**src/design/hsp_port_map.vh**
```
// How it works
// - slash-named pins are driven active low
// - one class, aux or no-match line asserted
// - trigger on rising edge of external pulse
// - external trigger honoured only in external mode
// - over-upper flag when primary exceeds upper limit
// - under-lower flag when primary below lower limit
// - secondary reject when secondary outside limits
// - trigger-wait asserted only while awaiting trigger
// - internal trigger keeps trigger-wait deasserted
// - overload flag when analog measurement overloads
// - lockout input disables every front panel key
// - alert on power glitch or port reset
// - analog-done once analog phase completes
// - cycle-done only once all results valid
`ifndef HSP_PORT_MAP_VH
`define HSP_PORT_MAP_VH
`define HSP_TRIG_INTERNAL   2'h0
`define HSP_TRIG_EXTERNAL   2'h1
`define HSP_TRIG_MANUAL     2'h2
`define HSP_TRIG_BUS        2'h3
`define HSP_CLK_MHZ         100
`define HSP_TRIG_MIN_NS     1000
`define HSP_ALERT_CYCLES    16'h0064
`define HSP_CLASS_NONE      4'h0
`define HSP_CLASS_AUX       4'ha
`endif

```
**src/design/hsp_handler_port.v**
```verilog
`timescale 1ns/1ns
`default_nettype none
`include "hsp_port_map.vh"
module hsp_handler_port #(
	parameter ALERT_CYCLES = 100
) (
	input  wire       ref_clk,
	input  wire       rst,
	input  wire [1:0] trig_source,
	input  wire       external_trigger_in_n,
	input  wire       key_lock_n,
	input  wire       power_glitch,
	input  wire       meas_idle,
	input  wire       analog_done,
	input  wire       result_valid,
	input  wire [3:0] result_class,
	input  wire       result_over_upper,
	input  wire       result_under_lower,
	input  wire       result_sec_reject,
	input  wire       result_overload,
	output reg        meas_start,
	output reg        keys_disabled,
	output reg        sort_class_1_n,
	output reg        sort_class_2_n,
	output reg        sort_class_3_n,
	output reg        sort_class_4_n,
	output reg        sort_class_5_n,
	output reg        sort_class_6_n,
	output reg        sort_class_7_n,
	output reg        sort_class_8_n,
	output reg        sort_class_9_n,
	output reg        aux_class_n,
	output reg        no_class_match_n,
	output reg        primary_over_upper_n,
	output reg        primary_under_lower_n,
	output reg        secondary_reject_n,
	output reg        measure_overload_fail_n,
	output reg        analog_done_out_n,
	output reg        cycle_done_out_n,
	output reg        trigger_wait_n,
	output reg        fault_alert_n
);
	localparam ST_IDLE   = 2'd0;
	localparam ST_WAIT   = 2'd1;
	localparam ST_ANALOG = 2'd2;
	localparam ST_MATH   = 2'd3;

	wire       trig_s;
	wire       lock_s;
	reg        trig_d_r;
	reg  [1:0] st_r;
	reg  [1:0] st_nxt;
	reg  [15:0] alert_cnt_r;
	reg        results_landed_r;
	wire       ext_mode = (trig_source == `HSP_TRIG_EXTERNAL);
	wire       trig_rise = trig_s & ~trig_d_r;

	// both pins idle high, so the synchronisers reset high
	hsp_sync u_trig_sync (
		.ref_clk (ref_clk),
		.rst     (rst),
		.din     (external_trigger_in_n),
		.dout    (trig_s)
	);
	hsp_sync u_lock_sync (
		.ref_clk (ref_clk),
		.rst     (rst),
		.din     (key_lock_n),
		.dout    (lock_s)
	);

	function [10:0] class_lines_n;
		input [3:0] cls;
		integer i;
		begin
			class_lines_n = 11'h7ff;
			for (i = 1; i <= 10; i = i + 1)
				if (cls == i[3:0])
					class_lines_n[i-1] = 1'b0;
			if (cls == `HSP_CLASS_NONE || cls > `HSP_CLASS_AUX)
				class_lines_n[10] = 1'b0;
		end
	endfunction

	always @* begin
		st_nxt = st_r;
		case (st_r)
			ST_IDLE:   if (meas_idle) st_nxt = ext_mode ? ST_WAIT : ST_ANALOG;
			ST_WAIT:   if (!ext_mode) st_nxt = ST_IDLE;
			           else if (trig_rise) st_nxt = ST_ANALOG;
			ST_ANALOG: if (analog_done) st_nxt = ST_MATH;
			ST_MATH:   if (result_valid) st_nxt = ST_IDLE;
			default:   st_nxt = ST_IDLE;
		endcase
	end

	// edge register idles high like the pin
	always @(posedge ref_clk) begin
		if (rst) begin
			trig_d_r <= 1'b1;
		end else begin
			trig_d_r <= trig_s;
		end
	end

	// wait state is only entered in external mode
	always @(posedge ref_clk) begin
		if (rst) begin
			st_r <= ST_IDLE;
		end else begin
			st_r <= st_nxt;
		end
	end

	always @(posedge ref_clk) begin
		if (rst) begin
			meas_start <= 1'b0;
		end else begin
			// edge only counts in external mode
			meas_start <= (st_r == ST_WAIT && ext_mode && trig_rise) ||
				(st_r == ST_IDLE && meas_idle && !ext_mode);
		end
	end

	always @(posedge ref_clk) begin
		if (rst) begin
			keys_disabled <= 1'b0;
		end else begin
			keys_disabled <= ~lock_s;
		end
	end

	// built from the next state so the line matches st_r
	always @(posedge ref_clk) begin
		if (rst) begin
			trigger_wait_n <= 1'b1;
		end else begin
			// wait line tracks state; never in internal mode
			trigger_wait_n <= ~(st_nxt == ST_WAIT && ext_mode &&
				trig_source != `HSP_TRIG_INTERNAL);
		end
	end

	// class lines, held until next result
	always @(posedge ref_clk) begin
		if (rst) begin
			{no_class_match_n, aux_class_n, sort_class_9_n, sort_class_8_n,
			 sort_class_7_n, sort_class_6_n, sort_class_5_n,
			 sort_class_4_n, sort_class_3_n, sort_class_2_n,
			 sort_class_1_n} <= 11'h7ff;
		end else if (st_r == ST_MATH && result_valid) begin
			{no_class_match_n, aux_class_n, sort_class_9_n, sort_class_8_n,
			 sort_class_7_n, sort_class_6_n, sort_class_5_n,
			 sort_class_4_n, sort_class_3_n, sort_class_2_n,
			 sort_class_1_n} <= class_lines_n(result_class);
		end
	end

	// flags update only at end of math phase
	always @(posedge ref_clk) begin
		if (rst) begin
			primary_over_upper_n    <= 1'b1;
			primary_under_lower_n   <= 1'b1;
			secondary_reject_n      <= 1'b1;
			measure_overload_fail_n <= 1'b1;
		end else if (st_r == ST_MATH && result_valid) begin
			primary_over_upper_n    <= ~result_over_upper;
			primary_under_lower_n   <= ~result_under_lower;
			secondary_reject_n      <= ~result_sec_reject;
			measure_overload_fail_n <= ~result_overload;
		end
	end

	// results reach the lines one cycle ahead of cycle-done
	always @(posedge ref_clk) begin
		if (rst) begin
			results_landed_r <= 1'b0;
		end else begin
			results_landed_r <= (st_r == ST_MATH && result_valid);
		end
	end

	// a completion in the same cycle as the meas_start clear wins
	always @(posedge ref_clk) begin
		if (rst) begin
			analog_done_out_n <= 1'b1;
			cycle_done_out_n  <= 1'b1;
		end else begin
			if (st_r == ST_ANALOG && analog_done)
				analog_done_out_n <= 1'b0;
			else if (meas_start)
				analog_done_out_n <= 1'b1;
			if (results_landed_r)
				cycle_done_out_n <= 1'b0;
			else if (meas_start)
				cycle_done_out_n <= 1'b1;
		end
	end

	// alert on reset or power glitch
	always @(posedge ref_clk) begin
		if (rst) begin
			fault_alert_n <= 1'b0;
			alert_cnt_r   <= ALERT_CYCLES[15:0];
		end else if (power_glitch) begin
			fault_alert_n <= 1'b0;
			alert_cnt_r   <= ALERT_CYCLES[15:0];
		end else if (alert_cnt_r != 16'h0000) begin
			alert_cnt_r <= alert_cnt_r - 16'h0001;
		end else begin
			fault_alert_n <= 1'b1;
		end
	end
endmodule // hsp_handler_port
`default_nettype wire

```
**src/design/hsp_sync.v**
```verilog
`timescale 1ns/1ns
`default_nettype none
// three-stage synchroniser; output changes once stages two and three agree
module hsp_sync (
	input  wire ref_clk,
	input  wire rst,
	input  wire din,
	output reg  dout
);
	reg s1_r;
	reg s2_r;
	reg s3_r;
	always @(posedge ref_clk) begin
		if (rst) begin
			s1_r <= 1'b1;
			s2_r <= 1'b1;
			s3_r <= 1'b1;
			dout <= 1'b1;
		end else begin
			s1_r <= din;
			s2_r <= s1_r;
			s3_r <= s2_r;
			if (s2_r == s3_r)
				dout <= s3_r;
		end
	end
endmodule // hsp_sync
`default_nettype wire

```
**config.mk**
```make
export PLATFORM = sky130hd
export DESIGN_NAME = hsp_handler_port
export DESIGN_NICKNAME = d
export VERILOG_FILES = /design/src/design/hsp_handler_port.v /design/src/design/hsp_sync.v
export VERILOG_INCLUDE_DIRS = /design/src /design/src/design
export SDC_FILE = /design/constraint.sdc
export NUM_CORES = 1
export LEC_CHECK = 0
export ABC_CLOCK_PERIOD_IN_PS = 2900
export BUFFER_PORTS_ARGS = -buffer_cell sky130_fd_sc_hd__buf_2
export CORE_MARGIN = 2
export CORE_UTILIZATION = 45
export DETAILED_ROUTE_END_ITERATION = 8
export HOLD_SLACK_MARGIN = 0.05
export PLACE_DENSITY = 0.67
export SETUP_SLACK_MARGIN = 0.3
export SYNTH_ARGS = -nofsm -noshare
export SYNTH_HDL_FRONTEND = slang
export SYNTH_SLANG_ARGS = --single-unit
```
**constraint.sdc**
```tcl
create_clock -name ref_clk -period 2.9 [get_ports ref_clk]
set_input_delay 0.29 -clock ref_clk [delete_from_list [all_inputs] [get_ports ref_clk]]
set_output_delay 0.29 -clock ref_clk [all_outputs]
set_load 0.05 [all_outputs]
```
==> impl_summary.md <==
Run status
The flow ran to the end, and the final reports show no timing, DRC or antenna violations.

Yosys
After synthesis, the share of flip-flops with an asynchronous set or reset is 0. The synthesized design contains 49 register bits. Counting every instance in the synthesized netlist gives 223. During synthesis, Yosys emitted a total of 0 warnings.

The number of nets handed over by synthesis was 243. Counting flops with a built-in enable in the synthesized netlist gives 0. The number of distinct standard cells referenced by the synthesized netlist is 40. A synthesized cell averages 9.04 sq um. The proportion of synthesized chip area in sequential cells is 0.487.

The commonest register cell after synthesis is dfxtp_1. After synthesis the cells add up to 2020 sq um.

Routing
In this run, the number of DRC markers left after iteration 0 of detailed routing was slightly above 60. After detailed routing, the average wire length per cell comes to around 12 microns. Before antenna repair, the detailed router went through 4 iterations. The routed design has 3.75 mm of wire. The met2 routed wirelength is 1.67 mm. The uppermost layer routed is met4. For this run, design rule violations remaining after detail routing come to 0.

After detailed routing, the wire length on met1 is approximately 1.9 mm. The met3 wire length is approximately 150 microns. The count of antenna-violating nets left after detailed routing is 0. The average vias per placed instance is 5.31.

The overall via count from detail_route is 1,634.

Timing
The part of the cycle the worst path needs is 0.768. In the final timing run, aggregate negative setup slack is 0 ns. Setup repair after global routing left no endpoint under its margin.

The transition time at the pin with the least slew margin is 0.612 ns. The minimum clock period after layout is 2.23 ns. Across the routed clock network, the largest skew measured is 0.00510 ns. The total count of max-transition violations in the final report is 0. In this run the tightest slew margin relative to its limit is 0.592.

The final-report hold violation count is 0. Timing would allow up to 449 MHz. Setup violations remaining at the end of the flow were counted as 0.

Finish
Leaving out fill and tap cells, the most frequent cells in the layout are dfxtp_1, buf_2, nor2_1. The fraction of final layout cells with drive strength greater than 1 is 0.227. 0 antenna diodes ended up in the layout. The largest registers in the layout are alert_cnt_r: 16 flops, st_r: 2 flops.

Leaving out fill and tap cells, the most frequent cell in the layout is dfxtp_1. The area growth from synthesis to layout is 14.6%. The register with the most flip-flops in the final layout is alert_cnt_r. Fill cells in the final layout number 441.

The register with the most flip-flops in the layout has 16 of them. For this run, the post-layout net count is approximately 280. Once layout is complete, the utilization of the core stands at 0.534.

Global routing
Entering global routing, the biggest net connects 35 pins. For this run the aggregate overflow at the end of global routing stands at 0. The via count of the first global-routing pass is 1,460.

The number of antenna violations at the first check in global routing was 0. The first global-routing pass estimated 6.37 mm of wire. The combined global-route utilization of all metal layers is 0.156.

Critical path
Of all nets on the critical path, the largest fanout is 9. Among the stages of the critical path, the cell type that occurs most often is or4_1. Walking the worst path, the cells encountered are inv_1 > ha_1 > or3b_1 > or4_1 > or4_1 > a21oi_1. The capturing element type of the critical path is a flop. The required time at the endpoint of the critical path is roughly 3.1 ns. Data on the critical path arrives at its endpoint at 2.46 ns. The maximum cell stage delay along the critical path is 0.56 ns. The endpoint identified for the worst register-to-register timing path is alert_cnt_r[14].

For this design, the slowest cell found on the critical path is or4_1. The critical path is of the flop to flop type. The worst register-to-register path begins at alert_cnt_r[0]. The element type at the critical path start is a flop. The worst reg-to-reg setup slack is 0.67 ns.

Measured in cells, the most critical reg-to-reg path has a length of 6.

Job
Across the run, the number of max-cap violations was 0.

Placement
Input and output buffers added on the ports amount to 38. The detailed placer's ending HPWL is 2.67 mm. The placer congestion estimate is 0.756.

Pwr
Summed over all cells, the static leakage comes to 0.864 nW. The worst-case vdd ir drop is 0.296 mV. The total power divided by cell area is ~540 nW/um^2.

CTS
The number of buffers created by CTS is 5. The count of hold-fix buffers inserted at cts is 0. The maximum count of clock buffers along a single path is 2. The buffer count from post-CTS setup fixing is 0. The clock reaches the later pin of the worst-skew pair after 0.30 ns. After clock tree synthesis, the clock-pin slew on the worst setup and hold paths is around 0.09 ns.

Counting every sink on the clock net gives between 40 and 50. Once the clock tree was built, the resizer swapped 0 gates to a different size. CTS placed an instance of clkbuf_8 at the clock tree root. TritonCTS built the clock tree. The level count of the clock H-tree is 2.

Floorplanning
The number of placement rows is 24. The floorplan step set the die width to roughly 71 microns. The vertical die dimension is 70.9 microns. The floorplan step defined a core boundary enclosing 4320 sq um. The I/O pin count is 39.

The floorplan step defined a die boundary enclosing 5030 sq um. The initial utilization of the core area, before any placement, comes to 0.466.

Worst hold path
For hold timing, the worst endpoint is u_trig_sync.s1_r. The origin of the worst min-delay path is external_trigger_in_n. The path class of the tightest hold or removal check is input port to flop. The number of instances on the worst hold path is 2.
## cell type report
type	count	area [sq um]	share of cell area
clock inverters	1	8.76	0.00379
multi-input cells	155	947	0.410
inverters	6	22.5	0.00975
well taps	52	65.1	0.0282
repair buffers	38	190	0.0823
clock buffers	7	96.3	0.0417
flip-flops and latches	49	981	0.424
## synthesized netlist by cell type (2+ instances only)
cell       n  area, sq um
a211o_1    5         43.8
a211oi_1   5         37.5
a21oi_1   16         80.1
a31oi_1    2         12.5
and3_1     2         12.5
buf_2      2         10.0
clkbuf_1   9         33.8
dfxtp_1   49          981
ha_1       2         25.0
inv_1      6         22.5
mux2i_1    2         20.0
nand2_1    6         22.5
nand2b_1  12         75.1
nand3_1    9         45.0
nand3b_1   2         15.0
nand4_1    2         12.5
nor2_1    18         67.6
nor2b_1    5         31.3
nor3_1     2         10.0
nor3b_1    2         15.0
nor4_1     2         12.5
o211ai_1   2         15.0
o21ai_0   16         80.1
o21bai_1   3         22.5
o31ai_1    5         37.5
or2_2     10         62.6
or3_1      4         25.0
or4_1     11         82.6
## worst max-delay path: cells and delay by family, from the launching register on
family	cells	cell delay, ns
AO/OA/AOI/OAI	1	0.14
adder cells (fa/ha/maj)	1	0.17
buffers and inverters	1	0.08
flip-flops	1	0.34
AND/OR/NAND/NOR	3	1.42
## per-layer routing
layer / vias up / global-route usage
li1: 864 / -
met1: 739 / 0.204
met2: 25 / 0.247
met3: 6 / 0.0499
met4: 0 / 0.0503
met5: - / 0
## per-stage QoR
| step | cell area (sq um) | setup WS (ns) | hold WS, ns | std cells | power (mW) |
|---|---|---|---|---|---|
| floorplan | 2020 | 0.826 | 0.375 | 223 | 0.790 |
| global placement | 2210 | 0.723 | 0.392 | 300 | 0.819 |
| detailed placement | 2210 | 0.680 | 0.402 | 300 | 0.820 |
| CTS | 2310 | 0.664 | 0.153 | 308 | 1.26 |
| global route | 2310 | 0.512 | 0.149 | 308 | 1.30 |
| finish | 2310 | 0.673 | 0.165 | 308 | 1.25 |
## cell families (layout without fill, tap and decap cells)
family	after synthesis	in the layout	synth area share
simple gates	92	92	0.265
compound gates	58	58	0.178
flops	49	49	0.487
buf+inv	19	52	0.0434
fa+ha+maj	2	2	0.0124
mux	2	2	0.00993
xor+xnor	1	1	0.00435
## worst max-delay path by stage
| stage | slack [ns] | cells after the start | endpoint | from |
|---|---|---|---|---|
| after floorplan | 0.83 | 7 | alert_cnt_r[10] | alert_cnt_r[0] |
| after global placement | 0.72 | 6 | alert_cnt_r[5] | alert_cnt_r[0] |
| after detailed placement | 0.68 | 6 | alert_cnt_r[5] | alert_cnt_r[0] |
| after CTS | 0.66 | 6 | alert_cnt_r[5] | alert_cnt_r[0] |
| after global routing | 0.51 | 6 | alert_cnt_r[10] | alert_cnt_r[0] |
| final | 0.67 | 6 | alert_cnt_r[14] | alert_cnt_r[0] |
## power breakdown
| part | leakage (nW) | internal (mW) | switching [mW] |
|---|---|---|---|
| logic | 0.411 | 0.0394 | 0.0613 |
| clock network | 0.0549 | 0.220 | 0.224 |
| registers | 0.399 | 0.688 | 0.0157 |
Note: power is estimated with default switching activity, not from simulation.
